File: src/rtl/imr_pkg.sv
// Constants and types of the message readout path
package imr_pkg;

	// ----------------------------------------------------------------
	// Bus address and memory map
	// ----------------------------------------------------------------
	localparam logic [6:0]  DEV_ADDR    = 7'h4b;
	localparam logic [15:0] CNT_ADDR    = 16'h0000;
	localparam logic [15:0] MSG_ADDR    = 16'h0010;
	localparam logic [15:0] INFO_BASE   = 16'h0100;
	localparam logic [15:0] INFO_LEN    = 16'h0020;
	localparam logic [15:0] INFO_LAST   = INFO_BASE + INFO_LEN - 16'h0001;

	// ----------------------------------------------------------------
	// Byte values and counts
	// ----------------------------------------------------------------
	localparam logic [7:0]  INVALID_ID  = 8'hff;
	localparam logic [7:0]  SEQ_STEP    = 8'h01;
	localparam logic [3:0]  BYTE_BITS   = 4'h8;
	localparam logic [1:0]  ICRC_LAST   = 2'h2;
	localparam logic [1:0]  WR_PTR_HI   = 2'h1;

	// ----------------------------------------------------------------
	// Checksums
	// ----------------------------------------------------------------
	localparam logic [7:0]  CRC8_POLY   = 8'h07;
	localparam logic [7:0]  CRC8_INIT   = 8'h00;
	localparam logic [23:0] CRC24_POLY  = 24'h864cfb;
	localparam logic [23:0] CRC24_INIT  = 24'h000000;

	// ----------------------------------------------------------------
	// Enumerations
	// ----------------------------------------------------------------
	typedef enum logic [2:0] {
		ST_IDLE     = 3'b000,
		ST_ADDR     = 3'b001,
		ST_ADDR_ACK = 3'b010,
		ST_WR       = 3'b011,
		ST_WR_ACK   = 3'b100,
		ST_RD       = 3'b101,
		ST_RD_ACK   = 3'b110
	} imr_bus_st_t;

	typedef enum logic [3:0] {
		PH_CNT_LO  = 4'b0000,
		PH_CNT_HI  = 4'b0001,
		PH_CNT_CRC = 4'b0010,
		PH_ID      = 4'b0011,
		PH_DATA    = 4'b0100,
		PH_SEQ     = 4'b0101,
		PH_CRC     = 4'b0110,
		PH_INFO    = 4'b0111,
		PH_ICRC    = 4'b1000,
		PH_RAW     = 4'b1001
	} imr_phase_t;

	typedef enum logic {
		CHG_EDGE  = 1'b0,
		CHG_LEVEL = 1'b1
	} imr_chg_mode_t;

endpackage : imr_pkg

File: src/rtl/imr_crc_if.sv
// Checksum engine control and result bundle
`timescale 1ns/1ps
interface imr_crc_if #(parameter int W = 8);
	logic         clr;
	logic         en;
	logic [7:0]   data;
	logic [W-1:0] value;

	modport calc (input clr, input en, input data, output value);
	modport user (output clr, output en, output data, input value);
endinterface : imr_crc_if

File: src/rtl/imr_crc.sv
// Byte-serial checksum engine, MSB first
`timescale 1ns/1ps
module imr_crc #(
	parameter int           W    = 8,
	parameter logic [W-1:0] POLY = '0,
	parameter logic [W-1:0] INIT = '0
) (
	// Clock and reset
	input  wire logic core_clk,
	input  wire logic rst_n,
	// Engine control
	imr_crc_if.calc   crc
);

	generate
		if (W < 8) begin : g_chk
			$error("imr_crc width below one byte");
		end
	endgenerate

	typedef struct packed {
		logic [W-1:0] val;
	} imr_crc_st_t;

	imr_crc_st_t st_q;
	imr_crc_st_t st_d;

	function automatic logic [W-1:0] crc_byte(input logic [W-1:0] c,
	                                          input logic [7:0]   d);
		logic [W-1:0] r;
		logic         fb;
		r = c;
		for (int i = 7; i >= 0; i--) begin
			fb = r[W-1] ^ d[i];
			r  = {r[W-2:0], 1'b0} ^ (fb ? POLY : '0);
		end
		return r;
	endfunction : crc_byte

	always_comb begin
		st_d = st_q;
		if (crc.clr) begin
			st_d.val = crc.en ? crc_byte(INIT, crc.data) : INIT;
		end else if (crc.en) begin
			st_d.val = crc_byte(st_q.val, crc.data);
		end
	end

	always_ff @(posedge core_clk or negedge rst_n) begin
		if (!rst_n) begin
			st_q.val <= INIT;
		end else begin
			st_q <= st_d;
		end
	end

	assign crc.value = st_q.val;

endmodule : imr_crc

File: src/rtl/imr_readout.sv
// Message readout client with change line
`timescale 1ns/1ps
// Behaviour
// [RL1] Message: id, data, sequence, checksum bytes
// [RL2] Sequence starts zero, steps one, wraps
// [RL3] Message checksum over id, data, sequence
// [RL4] Identification region ends with 24-bit checksum
// [RL5] Other locations read raw, no checksum
// [RL6] Count: two bytes, checksum, then messages
// [RL7] Host sizes read as count times object
// [RL8] Host sends no START/STOP between messages
// [RL9] NACK then STOP rewinds pointer to count; code rewinds to the last written pointer (ptr_st)
// [RL10] Change line driven low when pending
// [RL11] Host reads only on change line
// [RL12] Host keeps change line an input
// [RL13] Edge or level change mode selectable
// [RL14] Edge: release after first id acknowledged
// [RL15] Edge: STOP reasserts if messages remain
// [RL16] Exhausted queue returns id 255
// [RL17] Safety host treats id 255 as error
// [RL18] Level: release after last id acknowledged
// [RL19] Level host samples line between messages
// [RL20] Software can force change line state
// [RL21] Answer only the fixed 7-bit address
// [RL22] Host reads at least one byte
// [RL23] Checksum polynomial fixed, shared with host
module imr_readout
	import imr_pkg::*;
#(
	parameter int MSG_BYTES = 8
) (
	// Clock and reset
	input  wire logic                   core_clk,
	input  wire logic                   rst_n,
	// Serial bus pins
	input  wire logic                   scl_i,
	input  wire logic                   sda_i,
	output wire logic                   sda_o,
	output wire logic                   sda_oe,
	// Change line pin
	output wire logic                   message_pending_line_o,
	output wire logic                   message_pending_line_oe,
	// Change line configuration
	input  wire logic                   chg_mode,
	input  wire logic                   chg_force_en,
	input  wire logic                   chg_force_low,
	input  wire logic                   resp_ready,
	// Message source
	input  wire logic [15:0]            msg_count,
	input  wire logic [7:0]             msg_id,
	input  wire logic [MSG_BYTES*8-1:0] msg_data,
	output wire logic                   msg_pop,
	// Raw memory port
	output wire logic [15:0]            raw_addr,
	input  wire logic [7:0]             raw_data
);

	generate
		if (MSG_BYTES < 1 || MSG_BYTES > 256) begin : g_chk
			$error("imr_readout MSG_BYTES out of range");
		end
	endgenerate

	// ----------------------------------------------------------------
	// State
	// ----------------------------------------------------------------
	typedef struct packed {
		logic [2:0]  scl_s;
		logic [2:0]  sda_s;
		logic        scl_f;
		logic        sda_f;
		imr_bus_st_t st;
		logic [3:0]  bitc;
		logic [7:0]  sh;
		logic [7:0]  tx;
		logic        rw;
		logic        nack;
		logic [1:0]  wcnt;
		logic [15:0] ptr;
		logic [15:0] ptr_st;
		imr_phase_t  ph;
		imr_phase_t  ph_st;
		logic [7:0]  dcnt;
		logic [1:0]  icnt;
		logic [7:0]  seq;
		logic        live;
		logic        id_sent;
		logic        hold;
		logic        pop;
		logic        sda_oe;
		logic        chg_oe;
	} imr_st_t;

	imr_st_t st_q;
	imr_st_t st_d;

	imr_crc_if #(.W(8))  c8 ();
	imr_crc_if #(.W(24)) c24 ();

	logic       scl_n;
	logic       sda_n;
	logic       rise;
	logic       fall;
	logic       start;
	logic       stop;
	logic       stage;
	logic       pend;
	logic [7:0] nb;

	function automatic imr_phase_t phase_of(input logic [15:0] a);
		if (a == CNT_ADDR)
			return PH_CNT_LO;
		if (a == MSG_ADDR)
			return PH_ID;
		if (a >= INFO_BASE && a <= INFO_LAST)
			return PH_INFO;
		return PH_RAW;
	endfunction : phase_of

	// ----------------------------------------------------------------
	// Checksum engines
	// ----------------------------------------------------------------
	imr_crc #(.W(8), .POLY(CRC8_POLY), .INIT(CRC8_INIT)) u_crc8 ( // RL23
		.core_clk (core_clk),
		.rst_n    (rst_n),
		.crc      (c8.calc)
	);

	imr_crc #(.W(24), .POLY(CRC24_POLY), .INIT(CRC24_INIT)) u_crc24 (
		.core_clk (core_clk),
		.rst_n    (rst_n),
		.crc      (c24.calc)
	);

	// ----------------------------------------------------------------
	// Next state
	// ----------------------------------------------------------------
	always_comb begin
		st_d     = st_q;
		st_d.pop = 1'b0;
		stage    = 1'b0;
		nb       = st_q.tx;
		c8.clr   = 1'b0;
		c8.en    = 1'b0;
		c8.data  = 8'h00;
		c24.clr  = 1'b0;
		c24.en   = 1'b0;
		c24.data = 8'h00;
		pend     = (msg_count != 16'h0000);
		// Pin filtering: second and third stage must agree
		st_d.scl_s = {st_q.scl_s[1:0], scl_i};
		st_d.sda_s = {st_q.sda_s[1:0], sda_i};
		scl_n = (st_q.scl_s[1] == st_q.scl_s[2]) ? st_q.scl_s[2] : st_q.scl_f;
		sda_n = (st_q.sda_s[1] == st_q.sda_s[2]) ? st_q.sda_s[2] : st_q.sda_f;
		st_d.scl_f = scl_n;
		st_d.sda_f = sda_n;
		rise  = scl_n & ~st_q.scl_f;
		fall  = ~scl_n & st_q.scl_f;
		start = st_q.scl_f & scl_n & st_q.sda_f & ~sda_n;
		stop  = st_q.scl_f & scl_n & ~st_q.sda_f & sda_n;

		// Bus sequencing
		if (stop) begin
			st_d.st     = ST_IDLE;
			st_d.sda_oe = 1'b0;
			st_d.ptr    = st_q.ptr_st; // RL8
			st_d.ph     = st_q.ph_st;
			st_d.hold   = 1'b0; // RL15
			st_d.wcnt   = 2'h0;
		end else if (start) begin
			st_d.st     = ST_ADDR;
			st_d.bitc   = 4'h0;
			st_d.wcnt   = 2'h0;
			st_d.sda_oe = 1'b0;
		end else begin
			case (st_q.st)
				ST_ADDR, ST_WR: begin
					if (rise) begin
						st_d.sh   = {st_q.sh[6:0], sda_n};
						st_d.bitc = st_q.bitc + 4'h1;
					end else if (fall && st_q.bitc == BYTE_BITS) begin
						st_d.bitc = 4'h0;
						if (st_q.st == ST_WR) begin
							st_d.st     = ST_WR_ACK;
							st_d.sda_oe = 1'b1;
							st_d.wcnt   = (st_q.wcnt == ICRC_LAST + 2'h1)
							            ? st_q.wcnt : st_q.wcnt + 2'h1;
							if (st_q.wcnt == 2'h0) begin
								st_d.ptr[7:0] = st_q.sh;
							end else if (st_q.wcnt == WR_PTR_HI) begin
								st_d.ptr[15:8] = st_q.sh;
								st_d.ptr_st = {st_q.sh, st_q.ptr[7:0]};
								st_d.ph     = phase_of({st_q.sh, st_q.ptr[7:0]});
								st_d.ph_st  = phase_of({st_q.sh, st_q.ptr[7:0]});
							end
						end else if (st_q.sh[7:1] == DEV_ADDR) begin // RL21
							st_d.st     = ST_ADDR_ACK;
							st_d.sda_oe = 1'b1;
							st_d.rw     = st_q.sh[0];
						end else begin
							st_d.st = ST_IDLE; // RL21
						end
					end
				end
				ST_ADDR_ACK: begin
					if (fall) begin
						st_d.sda_oe = 1'b0;
						if (st_q.rw) begin
							stage   = 1'b1;
							st_d.st = ST_RD;
						end else begin
							st_d.st = ST_WR;
						end
					end
				end
				ST_WR_ACK: begin
					if (fall) begin
						st_d.sda_oe = 1'b0;
						st_d.st     = ST_WR;
					end
				end
				ST_RD: begin
					if (fall) begin
						if (st_q.bitc == BYTE_BITS) begin
							st_d.sda_oe = 1'b0;
							st_d.st     = ST_RD_ACK;
						end else begin
							st_d.sda_oe = ~st_q.sh[7];
							st_d.sh     = {st_q.sh[6:0], 1'b0};
							st_d.bitc   = st_q.bitc + 4'h1;
						end
					end
				end
				ST_RD_ACK: begin
					if (rise) begin
						st_d.nack = sda_n;
					end else if (fall) begin
						if (st_q.nack) begin
							st_d.st  = ST_IDLE; // RL9
							st_d.ptr = st_q.ptr_st; // RL9
							st_d.ph  = st_q.ph_st; // RL9
						end else begin
							stage   = 1'b1;
							st_d.st = ST_RD;
							if (st_q.id_sent) begin
								if (chg_mode == CHG_EDGE) begin // RL13
									st_d.hold = 1'b1; // RL14
								end else if (msg_count <= 16'h0001) begin
									st_d.hold = 1'b1; // RL18
								end
							end
						end
					end
				end
				default: begin
					st_d.st = ST_IDLE;
				end
			endcase
		end

		// Byte staging for reads
		if (stage) begin
			st_d.id_sent = 1'b0;
			case (st_q.ph)
				PH_CNT_LO: begin
					nb = msg_count[7:0]; // RL6
					c8.clr  = 1'b1;
					st_d.ph = PH_CNT_HI;
				end
				PH_CNT_HI: begin
					nb = msg_count[15:8]; // RL6
					st_d.ph = PH_CNT_CRC;
				end
				PH_CNT_CRC: begin
					nb = c8.value; // RL6
					st_d.ph = PH_ID;
				end
				PH_ID: begin
					nb = pend ? msg_id : INVALID_ID; // RL16
					c8.clr       = 1'b1;
					st_d.live    = pend;
					st_d.id_sent = pend;
					st_d.dcnt    = 8'h00;
					st_d.ph      = PH_DATA; // RL1
				end
				PH_DATA: begin
					nb = st_q.live ? msg_data[8*int'(st_q.dcnt) +: 8] : 8'h00;
					st_d.dcnt = st_q.dcnt + 8'h01;
					if (st_q.dcnt == 8'(MSG_BYTES - 1))
						st_d.ph = PH_SEQ; // RL1
				end
				PH_SEQ: begin
					nb = st_q.seq;
					st_d.ph = PH_CRC;
				end
				PH_CRC: begin
					nb = c8.value; // RL3
					if (st_q.live) begin
						st_d.pop = 1'b1;
						st_d.seq = st_q.seq + SEQ_STEP; // RL2
					end
					st_d.live = 1'b0;
					st_d.ph   = PH_ID;
				end
				PH_INFO: begin
					nb = raw_data;
					c24.clr  = (st_q.ptr == INFO_BASE);
					c24.en   = 1'b1;
					st_d.ptr = st_q.ptr + 16'h0001;
					st_d.icnt = 2'h0;
					if (st_q.ptr == INFO_LAST)
						st_d.ph = PH_ICRC;
				end
				PH_ICRC: begin
					case (st_q.icnt) // RL4
						2'h0:    nb = c24.value[23:16];
						2'h1:    nb = c24.value[15:8];
						default: nb = c24.value[7:0];
					endcase
					st_d.icnt = st_q.icnt + 2'h1;
					if (st_q.icnt == ICRC_LAST)
						st_d.ph = PH_RAW;
				end
				default: begin
					nb = raw_data; // RL5
					st_d.ptr = st_q.ptr + 16'h0001;
					st_d.ph  = PH_RAW;
				end
			endcase
			if (st_q.ph == PH_ID || st_q.ph == PH_DATA ||
			    st_q.ph == PH_SEQ || st_q.ph == PH_CNT_LO ||
			    st_q.ph == PH_CNT_HI) begin
				c8.en   = 1'b1; // RL3
				c8.data = nb;
			end
			c24.data    = nb;
			st_d.tx     = nb;
			st_d.sda_oe = ~nb[7];
			st_d.sh     = {nb[6:0], 1'b0};
			st_d.bitc   = 4'h1;
		end

		// Change line drive
		if (chg_force_en)
			st_d.chg_oe = chg_force_low; // RL20
		else
			st_d.chg_oe = (pend | resp_ready) & ~st_d.hold; // RL10
	end

	always_ff @(posedge core_clk or negedge rst_n) begin
		if (!rst_n) begin
			st_q       <= '0;
			st_q.scl_s <= '1;
			st_q.sda_s <= '1;
			st_q.scl_f <= 1'b1;
			st_q.sda_f <= 1'b1;
		end else begin
			st_q <= st_d;
		end
	end

	// ----------------------------------------------------------------
	// Outputs
	// ----------------------------------------------------------------
	assign sda_o                   = 1'b0;
	assign sda_oe                  = st_q.sda_oe;
	assign message_pending_line_o  = 1'b0;
	assign message_pending_line_oe = st_q.chg_oe;
	assign msg_pop                 = st_q.pop;
	assign raw_addr                = st_q.ptr;
endmodule : imr_readout

File: config.mk
export PLATFORM = sky130hd
export DESIGN_NAME = imr_readout
export DESIGN_NICKNAME = d
export VERILOG_FILES = /design/src/rtl/imr_pkg.sv /design/src/rtl/imr_crc_if.sv /design/src/rtl/imr_crc.sv /design/src/rtl/imr_readout.sv
export SDC_FILE = /design/constraint.sdc
export NUM_CORES = 1
export LEC_CHECK = 0
export CAP_MARGIN = 20
export CORE_ASPECT_RATIO = 1.1
export CORE_MARGIN = 1.5
export CORE_UTILIZATION = 35
export CTS_CLUSTER_SIZE = 8
export DETAILED_ROUTE_END_ITERATION = 8
export DONT_BUFFER_PORTS = 1
export SLEW_MARGIN = 15
export SYNTH_ARGS = -nofsm -noshare
export SYNTH_HDL_FRONTEND = slang
export SYNTH_SLANG_ARGS = --single-unit
export TNS_END_PERCENT = 1
File: constraint.sdc
create_clock -name core_clk -period 3.53 [get_ports core_clk]
set_input_delay 0.353 -clock core_clk [delete_from_list [all_inputs] [get_ports core_clk]]
set_output_delay 0.353 -clock core_clk [all_outputs]
set_load 0.005 [all_outputs]
==> impl_metrics.yaml <==
timing:
  worstMarginPinSlew_ns: 0.733
  setup_viol: 0
  setup_tns_ns: 0
  relSlewSlack_pct: 50.8
  max_freq_mhz: 285
  whs_ns: 0.0334
  rsz0062_at_grt: "true"
  setup_ws_ns: 0.0179
  final-hold-violation-count: 0
  maxSlewViolCount: 0
  finClkSkew_ns: 0.0128
  layout_min_cycle_time_ns: 3.51
  period_share_pct: 99.5
floorplanning:
  start_util_pct: 35.6
  dieArea_um2: 29300
  io_pins: 125
  rows: 64
  die_h_um: 179
  core_um2: 27900
  die_w_um: 163
logic_synthesis:
  synthesis.area_um2: 9910
  ys_seq_elements: 123
  synth-async-reset-ratio_pct: 100
  synthCells: 1186
  ys_types: 90
  ys_seq_area_share_pct: 31.2
  avgSynthCellArea_um2: 8.36
  synth_ff_type: "dfrtp_1"
  ys_warn_count: 0
  synth_edf_count: 0
cells_and_area:
  fin_area_um2: 12300
  final_cell_mix: "nand2_1, buf_4, dfrtp_1, nor2_1, a21oi_1"
  post_route_cells_drive_above_1_share_pct: 25.2
  nNetsFinal: 1406
  n_fill_cell: 2753
  final_core_util_pct: 44.1
  areaGrowthSynthToFinish_pct: 24.0
  fin_cells: 1669
  final_common_cell: "nand2_1"
pwr:
  power.switching_mw: 1.21
  sw_frac_of_total_pct: 30.1
  p_total_mw: 4.01
  p_leak_nw: 5.10
  p_seq_share_pct: 41.0
  peakVddDrop_v: 0.000240
  intPower_mw: 2.80
  power.density_nw_per_um2: 326
  power_frac_clock_pct: 46.0
  p_comb_share_pct: 13.0
place:
  hpwl_um: 27300
  portBuffers: 0
  preCtsSetupSlack_ns: -0.161
  gp_congestion: 0.957
  dp_cells: 1613
  place_area_um2: 11100
grt:
  grt_pass1_wl_um: 54600
  grt_max_degree: 124
  antenna_found_initial: 3
  grt_pass1_vias: 9107
  overflow: 0
  grt_usage_pct: 24.6
drt:
  drt_iter0_markers: 907
  via_per_inst: 5.69
  drc_errors: 0
  ant_nets: 0
  vias: 9496
  drtPass1Iterations: 9
  routed_wl_um: 35800
  wl_per_cell_um: 21.5
setup_path:
  crit_required_ns: 3.84
  worstSetupStartpointType: "register"
  setup.worst_path.start: "st_q[31]"
  arrival_ns: 3.82
  crit_type: "reg2reg"
  r2r-start: "st_q[31]"
  path_max_fanout: 5
  cp-end-kind: "register"
clock_network:
  h-tree-depth: 4
  clk_pin_slew_worst_paths_ns: 0.06
  insertion_delay_ns: 0.44
  clock_sinks: 123
  cts_max_path_buffers: 2
  cts_buffers: 17
  root_buffer: "clkbuf_16"
  cts_tree: "done"
run:
  cap_viol_max_count: 0
worst_hold_path:
  min_from: "chg_force_low"
  hp-class: "in2reg"
outcome:
  status: "completed"
## Yosys cell counts, types with 4 or more instances
| cell type | number | area, um^2 |
|---|---|---|
| buf_4 | 21 | 158 |
| a21oi_1 | 91 | 455 |
| nand2_1 | 173 | 649 |
| mux2_2 | 10 | 113 |
| o31ai_1 | 12 | 90.1 |
| and4_1 | 5 | 43.8 |
| clkbuf_1 | 55 | 206 |
| o21ai_0 | 84 | 420 |
| a22oi_1 | 17 | 128 |
| a31oi_1 | 8 | 50.1 |
| nor4_1 | 12 | 75.1 |
| dfrtp_1 | 115 | 2880 |
| or2_2 | 6 | 37.5 |
| and3_1 | 11 | 68.8 |
| a22o_1 | 7 | 61.3 |
| a222oi_1 | 13 | 130 |
| nand3b_1 | 4 | 30.0 |
| o21a_1 | 6 | 45.0 |
| mux2i_1 | 7 | 70.1 |
| nor2_1 | 94 | 353 |
| xor2_1 | 51 | 447 |
| a221oi_1 | 4 | 35.0 |
| nor3b_1 | 12 | 90.1 |
| ha_1 | 12 | 150 |
| xnor2_1 | 86 | 753 |
| nand2b_1 | 11 | 68.8 |
| o21ai_1 | 7 | 35.0 |
| a211oi_1 | 7 | 52.6 |
| o22ai_1 | 5 | 31.3 |
| nand3_1 | 30 | 150 |
| nand4b_1 | 5 | 43.8 |
| buf_2 | 15 | 75.1 |
| a21o_1 | 12 | 90.1 |
| nor2b_1 | 9 | 56.3 |
| inv_1 | 20 | 75.1 |
| o2bb2ai_1 | 4 | 35.0 |
| nor3_1 | 19 | 95.1 |
| buf_1 | 5 | 18.8 |
| dfstp_2 | 8 | 210 |
| o211ai_1 | 9 | 67.6 |
| nand4_1 | 12 | 75.1 |
| mux4_2 | 13 | 293 |
| or3b_2 | 6 | 52.6 |
| and2_1 | 8 | 50.1 |
## kinds of logic (layout without fill, tap and decap cells)
group / count (synthesis) / count (layout) / share of synthesized area [%]
buffers and inverters: 118 / 234 / 5.61
other: 1 / 5 / 0.0378
flip-flops: 123 / 123 / 31.2
adder cells (fa/ha/maj): 12 / 12 / 1.52
multiplexers: 33 / 33 / 5.25
AND/OR/NAND/NOR: 438 / 438 / 21.8
XOR/XNOR: 146 / 146 / 14.0
AO/OA/AOI/OAI: 315 / 315 / 20.7
## metal layers
layer	up-vias	GRT usage, %	wire length, um
met5	-	0	0
met4	0	9.91	1260
met3	79	5.08	2300
met2	345	40.0	17500
met1	4655	31.7	14700
li1	4417	-	-
## layout make-up
type / count / area (um^2) / share of cell area (%)
multi-input combinational: 946 / 6600 / 53.7
clock inverter: 15 / 183 / 1.49
sequential: 123 / 3090 / 25.1
tap: 363 / 454 / 3.70
inverter: 20 / 75.1 / 0.611
timing repair buffer: 182 / 1450 / 11.8
antenna: 3 / 7.51 / 0.0611
clock buffer: 17 / 425 / 3.46
## critical path, stage by stage, from the launching register on
cell	delay, ns
dfrtp_1	0.38
or4b_4	0.59
or2_4	0.28
buf_4	0.14
a21oi_1	0.29
o32a_1	0.22
nand2_1	0.15
xor2_2	0.19
buf_4	0.17
xnor2_4	0.24
xnor2_2	0.17
mux2_4	0.33
o21ai_2	0.12
a41oi_2	0.12
## repair_timing
action                     CTS  global route
resized for setup           14            75
pin swaps                    7            35
setup endpoints to repair   14            21
setup buffers                1            15
hold endpoints to repair   126             0
hold buffers                 5             0
## power groups by stage
stage / registers (mW) / logic, mW / clock network, mW
floorplan: 1.58 / 0.328 / 0
global placement: 1.66 / 0.451 / 0
detailed placement: 1.66 / 0.455 / 0
CTS: 1.64 / 0.498 / 1.87
global route: 1.65 / 0.574 / 1.94
finish: 1.64 / 0.522 / 1.84
## flip-flops by register name (all words and copies together), names as in the netlist
| signal | cells |
|---|---|
| message_pending_line_oe | 1 |
| msg_pop | 1 |
| raw_addr | 16 |
| sda_oe | 1 |
| st_d | 4 |
| st_q | 68 |
| u_crc24.crc.value | 24 |
| u_crc8.crc.value | 8 |
## worst paths after layout
check | depth (start not counted) | endpoint | slack [ns]
min in group asynchronous | 2 | u_crc8.crc.value[2] | 0.53
setup reg to reg | 13 | u_crc24.crc.value[14] | 0.02
setup / recovery | 13 | u_crc24.crc.value[14] | 0.02
max in group asynchronous | 2 | st_q[16] | 2.33
hold / removal | 2 | message_pending_line_oe | 0.03
hold reg to reg | 0 | st_d[95] | 0.36
Power figures use the tool's default switching activity.
